## src/verilog/i2c_defines.svh

```systemverilog
/* i2c_defines: register offsets, field positions, reset values and event
   bit positions of the two-wire interface. assumes inclusion by bare name. */
`ifndef I2C_DEFINES_SVH
`define I2C_DEFINES_SVH
`define OFF_CTRL 8'h64
`define OFF_STAT_MAIN 8'h65
`define OFF_STAT_ERR 8'h66
`define OFF_CLK 8'h67
`define OFF_OWN_LOW 8'h68
`define OFF_OWN_HIGH 8'h69
`define OFF_DBUF 8'h6a
`define OFF_IRQ_STAT 8'h6b
`define OFF_IRQ_MASK 8'h6c
`define OFF_MODE 8'h6d
`define RST_ZERO 8'h00
`define RST_OWN_HIGH 8'h40
`define CTRL_ON 5
`define CTRL_GC 4
`define CTRL_START 3
`define CTRL_ACK 2
`define CTRL_STOP 1
`define CTRL_IRQ 0
`define CTRL_MASK 8'h3f
`define CLK_FAST 7
`define OWN_RANGE_MASK 8'hc0
`define OWN_ADDR_MASK 8'h06
`define GEN_CALL 8'h00
`define BAD_OWN 8'h01
`define TEN_HDR 5'h1e
`define LAST_BIT 4'h8
`define EV_START 0
`define EV_DONE 1
`define EV_MATCH 2
`define EV_NACK 3
`define EV_STOP 4
`define EV_W 5
`endif

```

## src/verilog/i2c_pkg.sv

```systemverilog
/* i2c_pkg: types shared by the two-wire interface modules.
   assumes nothing of its surroundings. */
package i2c_pkg;
  typedef enum logic [2:0] {
    ST_IDLE = 3'h0,
    ST_SHIFT = 3'h1,
    ST_ACK = 3'h3,
    ST_HOLD = 3'h2,
    ST_START = 3'h6,
    ST_STOP = 3'h4
  } eng_state_t;
  typedef logic [7:0] byte_t;
endpackage : i2c_pkg

```

## src/verilog/scl_tick_if.sv

```systemverilog
/* scl_tick_if: divider setting in, half-period tick out.
   assumes one clock shared by both ends. */
`timescale 1ns/1ns
interface scl_tick_if;
  logic [6:0] divider;
  logic fast;
  logic run;
  logic tick;
  modport gen (input divider, input fast, input run, output tick);
  modport user (output divider, output fast, output run, input tick);
endinterface : scl_tick_if
```

## src/verilog/i2c_config_regs.sv

```systemverilog
/* i2c_config_regs: registers, own-address match and byte engine of a
   multimaster two-wire interface. assumes pins synchronous to sys_clk and
   an open-drain wire resolved outside from the enables. */
// The plain strobed port was left to the implementer.
`timescale 1ns/1ns
`include "i2c_defines.svh"
module i2c_config_regs import i2c_pkg::*; (
  input wire logic sys_clk,
  input wire logic reset_n,
  input wire logic [7:0] reg_addr,
  input wire logic [7:0] reg_wdata,
  input wire logic reg_wr,
  input wire logic reg_rd,
  output logic [7:0] reg_rdata,
  input wire logic scl_in,
  output logic scl_out,
  output logic scl_oe,
  input wire logic sda_in,
  output logic sda_out,
  output logic sda_oe,
  output logic irq
);
  byte_t ctrl, clk_setup, own_low, own_high, dbuf;
  byte_t next_ctrl, next_clk_setup, next_own_low, next_own_high, next_dbuf, next_rdata;
  logic [`EV_W-1:0] irq_st, irq_mask, next_irq_st, next_irq_mask, ev;
  eng_state_t state, next_state;
  logic [3:0] bit_cnt, next_bit_cnt;
  logic [1:0] addr_ph, next_addr_ph;
  logic addr_mode, tx, master, busy, byte_done, start_sent, adsl, af, stopf, gcal;
  logic next_addr_mode, next_tx, next_master, next_busy, next_byte_done;
  logic next_start_sent, next_adsl, next_af, next_stopf, next_gcal;
  logic sr1_seen, ten_hit, nack, scl_prev, sda_prev;
  logic next_sr1_seen, next_ten_hit, next_nack, next_scl_oe, next_sda_oe, next_irq;
  logic on, scl_rise, scl_fall, bus_start, bus_stop, wr_dbuf, rd_dbuf, rd_main;
  logic rd_err, rd_irq, hit7, hit_gc, hdr, hit10lo, addr_ok, wr_go, rd_go, evf;
  scl_tick_if tk();

  scl_tick_gen u_tick (.sys_clk(sys_clk), .reset_n(reset_n), .t(tk.gen));

  assign tk.fast = clk_setup[`CLK_FAST];
  assign tk.divider = clk_setup[6:0];
  assign tk.run = master && (state != ST_IDLE) && (state != ST_HOLD);

  assign on = ctrl[`CTRL_ON];
  assign scl_rise = scl_in && !scl_prev;
  assign scl_fall = !scl_in && scl_prev;
  assign bus_start = scl_in && scl_prev && sda_prev && !sda_in;
  assign bus_stop = scl_in && scl_prev && !sda_prev && sda_in;
  assign wr_dbuf = reg_wr && reg_addr == `OFF_DBUF;
  assign rd_dbuf = reg_rd && reg_addr == `OFF_DBUF;
  assign rd_main = reg_rd && reg_addr == `OFF_STAT_MAIN;
  assign rd_err = reg_rd && reg_addr == `OFF_STAT_ERR;
  assign rd_irq = reg_rd && reg_addr == `OFF_IRQ_STAT;
  // the direction bit of the own address never takes part
  assign hit7 = !addr_mode && own_low != `BAD_OWN && dbuf[7:1] == own_low[7:1];
  assign hit_gc = ctrl[`CTRL_GC] && dbuf == `GEN_CALL;
  assign hdr = addr_mode && dbuf[7:1] == {`TEN_HDR, own_high[2:1]};
  assign hit10lo = dbuf == own_low;
  assign addr_ok = (addr_ph == 2'h1) ? (hit7 || hit_gc || hdr) : hit10lo;
  assign wr_go = wr_dbuf && (tx || start_sent)
                 && (sr1_seen || !(start_sent || byte_done));
  assign rd_go = rd_dbuf && !tx && sr1_seen && byte_done;
  assign evf = byte_done || adsl || start_sent || af || stopf;

  always_comb begin
    next_ctrl = ctrl;
    next_clk_setup = clk_setup;
    next_own_low = own_low;
    next_own_high = own_high;
    next_dbuf = dbuf;
    next_irq_mask = irq_mask;
    next_addr_mode = addr_mode;
    next_state = state;
    next_bit_cnt = bit_cnt;
    next_addr_ph = addr_ph;
    next_tx = tx;
    next_master = master;
    next_busy = busy;
    next_byte_done = byte_done;
    next_start_sent = start_sent;
    next_adsl = adsl;
    next_af = af;
    next_stopf = stopf;
    next_gcal = gcal;
    next_sr1_seen = sr1_seen;
    next_ten_hit = ten_hit;
    next_nack = nack;
    next_scl_oe = scl_oe;
    next_sda_oe = sda_oe;
    ev = '0;
    if (reg_wr) begin
      case (reg_addr)
        `OFF_CTRL: next_ctrl = reg_wdata & `CTRL_MASK;
        `OFF_CLK: next_clk_setup = reg_wdata;
        `OFF_OWN_LOW: next_own_low = reg_wdata;
        // range bits only move while the interface is off
        `OFF_OWN_HIGH: next_own_high = on
            ? ((reg_wdata & `OWN_ADDR_MASK) | (own_high & `OWN_RANGE_MASK))
            : (reg_wdata & (`OWN_ADDR_MASK | `OWN_RANGE_MASK));
        `OFF_DBUF: next_dbuf = reg_wdata;
        `OFF_IRQ_MASK: next_irq_mask = reg_wdata[`EV_W-1:0];
        `OFF_MODE: next_addr_mode = reg_wdata[0];
        default: next_addr_mode = addr_mode;
      endcase
    end
    if (wr_dbuf || rd_dbuf) begin
      next_sr1_seen = 1'b0;
    end
    if (rd_main) begin
      next_sr1_seen = 1'b1;
      next_adsl = 1'b0;
    end
    if (rd_err) begin
      next_af = 1'b0;
      next_stopf = 1'b0;
    end
    unique case (state)
      ST_IDLE: begin
        if (on && ctrl[`CTRL_START] && !busy) begin
          next_state = ST_START;
          next_master = 1'b1;
          next_sda_oe = 1'b1;
        end
      end
      ST_START: begin
        if (tk.tick) begin
          next_scl_oe = 1'b1;
          next_start_sent = 1'b1;
          next_ctrl[`CTRL_START] = 1'b0;
          next_busy = 1'b1;
          ev[`EV_START] = 1'b1;
          next_state = ST_HOLD;
        end
      end
      ST_HOLD: begin
        next_scl_oe = 1'b1;
        if (master && ctrl[`CTRL_STOP] && !start_sent) begin
          next_state = ST_STOP;
          next_sda_oe = 1'b1;
        end else if (wr_go) begin
          next_addr_ph = start_sent ? 2'h1 : 2'h0;
          next_start_sent = 1'b0;
          next_byte_done = 1'b0;
          next_tx = 1'b1;
          next_bit_cnt = 4'h0;
          next_sda_oe = !reg_wdata[7];
          next_scl_oe = master;
          next_state = ST_SHIFT;
        end else if (rd_go) begin
          next_byte_done = 1'b0;
          next_bit_cnt = 4'h0;
          next_scl_oe = master;
          next_state = ST_SHIFT;
        end
      end
      ST_SHIFT, ST_ACK: begin
        // a slave stretching the clock keeps it low until it lets go
        if (master && tk.tick) begin
          next_scl_oe = !scl_oe && scl_in;
        end
        if (state == ST_SHIFT && scl_rise) begin
          next_bit_cnt = bit_cnt + 4'h1;
          if (!tx) begin
            next_dbuf = {dbuf[6:0], sda_in};
          end
        end
        if (state == ST_SHIFT && scl_fall) begin
          if (tx) begin
            next_dbuf = {dbuf[6:0], dbuf[7]};
            next_sda_oe = !dbuf[6];
          end
          if (bit_cnt == `LAST_BIT) begin
            next_state = ST_ACK;
            next_sda_oe = !tx && ctrl[`CTRL_ACK] && (addr_ph == 2'h0 || addr_ok);
            if (!master && addr_ph != 2'h0 && !addr_ok) begin
              next_state = ST_IDLE;
            end
          end
        end
        if (state == ST_ACK && scl_rise) begin
          next_nack = tx && sda_in;
          if (tx && sda_in) begin
            next_af = 1'b1;
            ev[`EV_NACK] = 1'b1;
          end
        end
        if (state == ST_ACK && scl_fall) begin
          next_sda_oe = 1'b0;
          next_bit_cnt = 4'h0;
          next_addr_ph = 2'h0;
          next_state = ST_HOLD;
          if (master && !nack && addr_ph == 2'h1 && dbuf[0]) begin
            next_tx = 1'b0;
            next_state = ST_SHIFT;
          end else if (master || (addr_ph == 2'h0 && !nack)) begin
            next_byte_done = 1'b1;
            ev[`EV_DONE] = 1'b1;
          end else if (addr_ph == 2'h0) begin
            next_scl_oe = 1'b0;
            next_state = ST_IDLE;
          end else if (addr_ph == 2'h1 && hdr && !(ten_hit && dbuf[0])) begin
            next_addr_ph = 2'h2;
            next_state = ST_SHIFT;
          end else begin
            next_adsl = 1'b1;
            ev[`EV_MATCH] = 1'b1;
            next_gcal = addr_ph == 2'h1 && hit_gc;
            next_ten_hit = addr_ph == 2'h2 || ten_hit;
            next_tx = addr_ph == 2'h1 && dbuf[0];
            if (!(addr_ph == 2'h1 && dbuf[0])) begin
              next_state = ST_SHIFT;
            end
          end
        end
      end
      ST_STOP: begin
        if (tk.tick && scl_oe) begin
          next_scl_oe = 1'b0;
        end else if (tk.tick && scl_in) begin
          next_sda_oe = 1'b0;
          next_master = 1'b0;
          next_busy = 1'b0;
          next_tx = 1'b0;
          next_byte_done = 1'b0;
          next_ctrl[`CTRL_STOP] = 1'b0;
          next_state = ST_IDLE;
        end
      end
      default: next_state = ST_IDLE;
    endcase
    if (bus_start && !master) begin
      next_busy = 1'b1;
      next_tx = 1'b0;
      next_bit_cnt = 4'h0;
      next_addr_ph = 2'h1;
      next_sda_oe = 1'b0;
      next_scl_oe = 1'b0;
      next_state = ST_SHIFT;
    end
    if (bus_stop && !master) begin
      next_busy = 1'b0;
      next_stopf = next_stopf || state != ST_IDLE;
      ev[`EV_STOP] = state != ST_IDLE;
      next_gcal = 1'b0;
      next_ten_hit = 1'b0;
      next_sda_oe = 1'b0;
      next_scl_oe = 1'b0;
      next_state = ST_IDLE;
    end
    // off clears engine and flags except interrupt status; speed, divider and addresses stay
    if (!on) begin
      next_state = ST_IDLE;
      next_master = 1'b0;
      next_busy = 1'b0;
      next_tx = 1'b0;
      next_byte_done = 1'b0;
      next_start_sent = 1'b0;
      next_adsl = 1'b0;
      next_af = 1'b0;
      next_stopf = 1'b0;
      next_gcal = 1'b0;
      next_sr1_seen = 1'b0;
      next_ten_hit = 1'b0;
      next_sda_oe = 1'b0;
      next_scl_oe = 1'b0;
      ev = '0;
    end
    if (!next_ctrl[`CTRL_ON]) begin
      next_ctrl[`CTRL_IRQ] = 1'b0;
    end
    // a read-clear in the same cycle as a new event keeps the event
    next_irq_st = (rd_irq ? '0 : irq_st) | ev;
    next_irq = |(next_irq_st & next_irq_mask) && next_ctrl[`CTRL_IRQ];
    next_rdata = 8'h00;
    if (reg_rd) begin
      case (reg_addr)
        `OFF_CTRL: next_rdata = ctrl;
        `OFF_STAT_MAIN: next_rdata = {evf, 1'b0, tx, busy, byte_done, adsl, master, start_sent};
        `OFF_STAT_ERR: next_rdata = {3'h0, af, stopf, 2'h0, gcal};
        `OFF_CLK: next_rdata = clk_setup;
        `OFF_OWN_LOW: next_rdata = own_low;
        `OFF_OWN_HIGH: next_rdata = own_high & (`OWN_ADDR_MASK | `OWN_RANGE_MASK);
        `OFF_DBUF: next_rdata = dbuf;
        `OFF_IRQ_STAT: next_rdata = {3'h0, irq_st};
        `OFF_IRQ_MASK: next_rdata = {3'h0, irq_mask};
        `OFF_MODE: next_rdata = {7'h00, addr_mode};
        default: next_rdata = 8'h00;
      endcase
    end
  end

  always_ff @(posedge sys_clk or negedge reset_n) begin
    if (!reset_n) begin
      ctrl <= `RST_ZERO;
      clk_setup <= `RST_ZERO;
      own_low <= `RST_ZERO;
      own_high <= `RST_OWN_HIGH;
      dbuf <= `RST_ZERO;
      irq_st <= '0;
      irq_mask <= '0;
      addr_mode <= 1'b0;
      state <= ST_IDLE;
      bit_cnt <= 4'h0;
      addr_ph <= 2'h0;
      {tx, master, busy, byte_done, start_sent, adsl, af, stopf, gcal} <= '0;
      {sr1_seen, ten_hit, nack, scl_oe, sda_oe, irq} <= '0;
      {scl_out, sda_out} <= '0;
      scl_prev <= 1'b1;
      sda_prev <= 1'b1;
      reg_rdata <= 8'h00;
    end else begin
      ctrl <= next_ctrl;
      clk_setup <= next_clk_setup;
      own_low <= next_own_low;
      own_high <= next_own_high;
      dbuf <= next_dbuf;
      irq_st <= next_irq_st;
      irq_mask <= next_irq_mask;
      addr_mode <= next_addr_mode;
      state <= next_state;
      bit_cnt <= next_bit_cnt;
      addr_ph <= next_addr_ph;
      {tx, master, busy, byte_done} <= {next_tx, next_master, next_busy, next_byte_done};
      {start_sent, adsl, af, stopf, gcal} <= {next_start_sent, next_adsl, next_af,
                                              next_stopf, next_gcal};
      {sr1_seen, ten_hit, nack} <= {next_sr1_seen, next_ten_hit, next_nack};
      {scl_oe, sda_oe, irq} <= {next_scl_oe, next_sda_oe, next_irq};
      {scl_out, sda_out} <= '0;
      scl_prev <= scl_in;
      sda_prev <= sda_in;
      reg_rdata <= next_rdata;
    end
  end
endmodule : i2c_config_regs

```

## src/verilog/scl_tick_gen.sv

```systemverilog
/* scl_tick_gen: one-cycle pulse per half period of the bus clock.
   assumes divider and speed are stable while run is high. */
`timescale 1ns/1ns
module scl_tick_gen import i2c_pkg::*; (
  input wire logic sys_clk,
  input wire logic reset_n,
  scl_tick_if.gen t
);
  byte_t count, next_count, reload;
  logic next_tick;
  // standard speed doubles the half period, so one divider spans both modes
  assign reload = t.fast ? {1'b0, t.divider} : {t.divider, 1'b1};
  always_comb begin
    next_tick = 1'b0;
    next_count = reload;
    if (t.run && count != 8'h00) begin
      next_count = count - 8'h01;
    end else if (t.run) begin
      next_tick = 1'b1;
    end
  end
  always_ff @(posedge sys_clk or negedge reset_n) begin
    if (!reset_n) begin
      count <= 8'h00;
      t.tick <= 1'b0;
    end else begin
      count <= next_count;
      t.tick <= next_tick;
    end
  end
endmodule : scl_tick_gen

```

## config.mk

```make
export PLATFORM = sky130hd
export DESIGN_NAME = i2c_config_regs
export DESIGN_NICKNAME = d
export VERILOG_FILES = /design/src/verilog/i2c_pkg.sv /design/src/verilog/scl_tick_if.sv /design/src/verilog/i2c_config_regs.sv /design/src/verilog/scl_tick_gen.sv
export VERILOG_INCLUDE_DIRS = /design/src /design/src/verilog
export SDC_FILE = /design/constraint.sdc
export NUM_CORES = 1
export LEC_CHECK = 0
export ABC_CLOCK_PERIOD_IN_PS = 2500
export BUFFER_PORTS_ARGS = -buffer_cell sky130_fd_sc_hd__buf_2
export CAP_MARGIN = 10
export CORE_MARGIN = 10
export CORE_UTILIZATION = 55
export DETAILED_ROUTE_END_ITERATION = 16
export PLACE_DENSITY = 0.78
export SYNTH_ARGS = -nofsm -noshare
export SYNTH_HDL_FRONTEND = slang
export SYNTH_SLANG_ARGS = --single-unit
export TNS_END_PERCENT = 100
```

## constraint.sdc

```tcl
create_clock -name sys_clk -period 2.5 [get_ports sys_clk]
set_clock_uncertainty 0.2 [all_clocks]
set_input_delay 0.125 -clock sys_clk [delete_from_list [all_inputs] [get_ports sys_clk]]
set_output_delay 0.125 -clock sys_clk [all_outputs]
set_load 0.01 [all_outputs]
```

* Word level (Yosys, flattened, before mapping)
Cells that the tools add are included.
Storage, ports and cells: register bits 92, bits of input ports 22, logic and storage cells 382
Operators by class: add/sub/neg operators 2, eq/ne operators 70, multiplexer cells 166, bitwise operators 3, reduce and logical (&&, ||, !) cells 109
Operators with widths (count):
- 1-bit 2-to-1 mux | 102
- 8-bit 2-to-1 mux | 11
- 8-bit by 7-bit == test with 1-bit output (second input constant) | 10
- 8-bit one-hot mux with 10 select lines | 1
- 1-bit logical AND | 53
- 3-bit 2-to-1 mux | 14
- 5-bit != test (second input constant) | 7
- 3-bit != test (second input constant) | 11
- 2-bit 2-to-1 mux | 16
- 4-bit != test (second input constant) | 8
- 4-bit 2-to-1 mux | 6
- 5-bit 2-to-1 mux | 4
- 4-bit AND reduction | 5
- 3-bit by 2-bit != test with 1-bit output (second input constant) | 6
- 6-bit != test (second input constant) | 3
- 1-bit zero test | 16
- 3-bit by 1-bit != test with 1-bit output (second input constant) | 5
- 3-bit one-hot mux with 5 select lines | 1
- 7-bit == test | 2
- 1-bit logical OR | 14
- 7-bit by 1-bit != test with 1-bit output (second input constant) | 2
- 7-bit != test (second input constant) | 2
- 7-bit AND reduction | 2
- 6-bit 2-to-1 mux | 2
- other kinds (34) | 47

* Depth between registers and ports, before layout
word-level depth 16, gate-level depth with buffers 8

* Hierarchy
A second synthesis with hierarchy kept.
Second synthesis, totals: cell total of the unflattened synthesis 553, area, all modules 5233.8 um^2
By module, submodules not included:
- i2c_config_regs | instances 1, cells an instance 495, area each 4687.0 um^2, sequential area each 1980.6 um^2
- scl_tick_gen | instances 1, cells an instance 58, area each 546.8 um^2, sequential area each 225.2 um^2

* Worst setup path before layout
No wires, ideal clock.
kind reg2reg, from register u_tick.count[2], to register u_tick.count[0], setup time 144 ps, arrival time 1845 ps, data required time 2156 ps, path slack 311 ps, stages on the path, launching flop included 7, path through dfrtp_1 -> or3_1 -> or2_1 -> or4b_1 -> nand3_2 -> buf_6 -> a31oi_1
Between the ends: cells in the longest elaborated chain, start to end 3
Ends and longest elaborated chain:
- start: declaration | line scl_tick_gen.sv:9 | byte_t count, next_count, reload;
- start signal: assignment | line scl_tick_gen.sv:27 | count <= next_count;
- 8-bit nonzero test | line scl_tick_gen.sv:16 | if (t.run && count != 8'h00) begin
- 1-bit logical AND | line scl_tick_gen.sv:16
- 8-bit 2-to-1 mux | line scl_tick_gen.sv:16
- net u_tick.next_count[0] | line scl_tick_gen.sv:9
The timed path passes the listed nets, and every way through them passes these cells. A chain may end at the register's enable or synchronous reset.

* Worst setup path after layout
from register dbuf[2], to register state[1]
Between the ends: cells in the longest elaborated chain, start to end 15, elaborated cells between the ends (all ways) 26, classes of those cells 3 x eq/ne; 13 x mux; 10 x reduce/logical
Ends and longest elaborated chain:
- start: declaration | line i2c_config_regs.sv:23 | byte_t ctrl, clk_setup, own_low, own_high, dbuf;
- start signal: assignment | line i2c_config_regs.sv:298 | dbuf <= `RST_ZERO;
- start signal: assignment | line i2c_config_regs.sv:316 | dbuf <= next_dbuf;
- 7-bit == test / 8-bit zero test (equally long branches)
- 1-bit logical AND (on tied branches)
- 1-bit logical OR (2 in a row) | line i2c_config_regs.sv:59 | assign addr_ok = (addr_ph == 2'h1) ? (hit7 || hit_gc || hdr) : hit10lo;
- 1-bit 2-to-1 mux | line i2c_config_regs.sv:59
- 1-bit zero test | line i2c_config_regs.sv:175 | if (!master && addr_ph != 2'h0 && !addr_ok) begin
- 1-bit logical AND | line i2c_config_regs.sv:175
- 2-bit 2-to-1 mux | line i2c_config_regs.sv:175
- 3-bit 2-to-1 mux | line i2c_config_regs.sv:172 | if (bit_cnt == `LAST_BIT) begin
- 3-bit 2-to-1 mux | line i2c_config_regs.sv:167 | if (state == ST_SHIFT && scl_fall) begin
- 3-bit 2-to-1 mux * | line i2c_config_regs.sv:187 | if (state == ST_ACK && scl_fall) begin
- 3-bit one-hot mux with 5 select lines * | line i2c_config_regs.sv:117 | unique case (state)
- 3-bit 2-to-1 mux * | line i2c_config_regs.sv:231 | if (bus_start && !master) begin
- 3-bit 2-to-1 mux * | line i2c_config_regs.sv:240 | if (bus_stop && !master) begin
- 3-bit 2-to-1 mux * | line i2c_config_regs.sv:251 | if (!on) begin
- end signal: assignment | line i2c_config_regs.sv:320 | state <= next_state;
- end: declaration | line i2c_config_regs.sv:26 | eng_state_t state, next_state;
Every way passes the cells marked *; elsewhere a longest branch is shown, timed or not. The select of a mux whose other input is x is not followed.

==> results.sh <==
export IMPL_outcome="finished clean"
export IMPL_min_period_over_period_pct=90.8
export IMPL_worstPathArrival_ps=2360
export IMPL_cpMostUsedCell="a21oi_1"
export IMPL_worst_pin_slew_ps=748
export IMPL_hold_ws_ps=22.6
export IMPL_drc=0
export IMPL_rows=35
export IMPL_yosys_register_bits=88
export IMPL_cap_violations=0
export IMPL_core_area_um2=9150
export IMPL_start_util_pct=56.2
export IMPL_hold_viol=0
export IMPL_overflow=0
export IMPL_max_stage_delay_ps=540
export IMPL_cts_sinks=88
export IMPL_wl_per_cell_um=21.7
export IMPL_cp_slowest_cell="or4_1"
export IMPL_areaGrowthSynthToFinish_pct=14.2
export IMPL_antenna_found_initial=0
export IMPL_async_flop_share_pct=100
export IMPL_ys_warn_count=0
export IMPL_r2r_cells=6
export IMPL_track_usage_pct=24.1
export IMPL_num_vias=4743
export IMPL_cts_made_buffers=9
export IMPL_drive_gt1_share_pct=21.2
export IMPL_avgSynthCellArea_um2=9.51
export IMPL_gp_congestion=1.02
export IMPL_clk_pin_slew_worst_paths_ps=90
export IMPL_worstPathMaxFanout=6
export IMPL_synth_enable_flop_cells=0
export IMPL_period_needed_ps=2270
export IMPL_first_pass_iters=5
export IMPL_yosysSeqAreaShare_pct=42.9
export IMPL_maxSlewHeadroom_pct=50.1
export IMPL_nets=626
export IMPL_p_per_area_nw_per_um2=489
export IMPL_max_freq_mhz=440
export IMPL_p_leak_nw=2.81
export IMPL_die_w_um=117
export IMPL_grt_max_degree=46
export IMPL_fillers=752
export IMPL_hold_depth=3
export IMPL_synth_area_um2=5140
export IMPL_syn_instance_count=541
export IMPL_io_pins=35
export IMPL_dieArea_um2=13600
export IMPL_final_antenna_net_count=0
export IMPL_port_buffers=32
export IMPL_critPathCaptureType="flip-flop"
export IMPL_synth_cell_type_count=75
export IMPL_dp_hpwl_um=11800
export IMPL_setup_tns_ps=0
export IMPL_synth_flop_cell="dfrtp_1"
export IMPL_grt_first_pass_wirelength_um=25500
export IMPL_report_final_slew_viol_count=0
export IMPL_drtIter0Drc=566
export IMPL_synth_area_leaders="dfrtp_1 (41%), mux2_2 (7.7%), a21oi_1 (4.2%), nor2_1 (4.0%), mux2i_1 (3.5%)"
export IMPL_synth_top_area_share_pct=41.4
export IMPL_num_antenna_cells=0
export IMPL_grt_pass1_vias=4639
export IMPL_worstSetupPathType="reg -> reg"
export IMPL_setup_viol=0
export IMPL_cts_root_buf="clkbuf_8"
export IMPL_clock_path_buffers=2
export IMPL_drt_vias_per_instance=6.62
export IMPL_die_h_um=117
export IMPL_totalWireLength_um=15500
export IMPL_worstHoldPathType="in -> reg"
export IMPL_cts_tree="done"
export IMPL_clkLatencyLatePin_ps=360
export IMPL_ir_drop_mv=0.416
export IMPL_start_kind="flip-flop"
export IMPL_required_ps=2590
export IMPL_netlist_top_cell_by_area="dfrtp_1"
export IMPL_rsz0062_at_grt="no"
export IMPL_crit_chain="or4_1 > nor4_1 > a21oi_1 > a21oi_1 > o221ai_1 > a31oi_1"
export IMPL_htreeDepth=3
state kept, by name (all words and copies together), names as in the netlist, 2 cells and up:
signal	count
addr_ph	2
irq_mask	5
own_high	4
irq_st	5
reg_rdata	8
state	3
dbuf	8
clk_setup	8
bit_cnt	4
own_low	8
ctrl	6
u_tick.count	8
synth_stat cells, types with 6 or more instances:
| cell | number |
|---|---|
| dfrtp_1 | 85 |
| nor2_1 | 55 |
| nand2_1 | 48 |
| a21oi_1 | 43 |
| mux2_2 | 35 |
| mux2i_1 | 18 |
| clkbuf_1 | 17 |
| nand3_1 | 17 |
| o21ai_0 | 16 |
| inv_1 | 13 |
| xor2_1 | 13 |
| nor2b_1 | 10 |
| nor3_1 | 10 |
| a22oi_1 | 9 |
| a31oi_1 | 9 |
| nand3b_1 | 9 |
| or3_1 | 6 |
stage by stage:
step	setup slack (ps)	instances	area, µm²	utilization (%)	power (W)
detailed placement	178	688	5570	60.9	0.00197
global route	7.44	716	5870	64.2	0.00300
floorplan	311	542	5150	-	0.00180
finish	229	716	5870	64.2	0.00287
CTS	157	716	5860	64.1	0.00288
global placement	224	688	5570	60.9	0.00196
layout by cell type, fill, tap and decap left out, drive strengths merged, types with 4 or more instances in the layout:
cell type and instances:
dfrtp 85, nand2 48, nor3 10, and2 4, inv 14, ha 4
nor2b 10, xnor2 5, a21oi 43, a21o 4, a22oi 9, o31ai 4
a31oi 9, nand2b 5, nand3 18, dlygate4sd3 12, nand3b 9, a221oi 5
or3 6, xor2 13, a211oi 4, nand4 4, nor2 56, nor4 5
mux2 35, clkbuf 12, mux2i 18, buf 64, o21ai 21
power by group:
group          leakage (nW)  internal (W)  switching, W  total [W]
clock                0.0830      0.000391      0.000510   0.000901
sequential             1.20       0.00148     0.0000732    0.00155
combinational          1.52      0.000173      0.000246   0.000419
cell type report:
class | instances | area [µm²] | share of cell area [%]
flip-flops and latches | 88 | 2210 | 37.6
repair buffers | 76 | 536 | 9.12
clock buffers | 12 | 145 | 2.47
clock inverters | 4 | 28.8 | 0.490
well taps | 111 | 139 | 2.37
inverters | 13 | 48.8 | 0.831
multi-input cells | 412 | 2770 | 47.2
worst max-delay path: cells and delay by family, from the launching register on:
kind	cells	cell delay [ps]
simple gates	2	890
compound gates	4	650
flops	1	450
layer usage:
metal	vias to the layer above	GRT usage (%)	share of wire (%)
li1	2109	-	-
met1	2310	33.1	41
met2	276	37.0	46
met3	48	4.88	9.8
met4	0	8.40	2.6
met5	-	0	0
final timing paths:
path	start	to	slack (ps)
setup / recovery	dbuf[2]$_DFF_PN0_	state[1]$_DFFE_PN0P_	230
hold reg to reg	sda_oe$_DFFE_PN0P_	sda_oe$_DFFE_PN0P_	290
hold / removal	reg_wr	dbuf[0]$_DFF_PN0_	20
min in group asynchronous	reset_n	own_low[2]$_DFFE_PN0P_	100
max in group asynchronous	reset_n	scl_prev$_DFF_PN1_	1310
setup reg to reg	dbuf[2]$_DFF_PN0_	state[1]$_DFFE_PN0P_	230
logic make-up (layout without fill, tap and decap cells):
kind of cell / after synthesis / after routing / share of synthesized area, %
AO/OA/AOI/OAI: 135 / 135 / 17.4
XOR/XNOR: 18 / 18 / 3.06
adder cells (fa/ha/maj): 4 / 4 / 0.973
buffers and inverters: 42 / 105 / 3.50
flip-flops: 88 / 88 / 42.9
multiplexers: 56 / 56 / 12.5
other: 1 / 2 / 0.0729
AND/OR/NAND/NOR: 197 / 197 / 19.6
what timing repair did:
| item | 4_1_cts | 5_1_grt |
|---|---|---|
| buffers inserted | 0 | 0 |
| hold buffers | 12 | 0 |
| setup endpoints to repair | 0 | 3 |
| resized for setup | 0 | 1 |
| endpoints found under the hold margin | 86 | 0 |
Note: power is estimated with default switching activity, not from simulation.
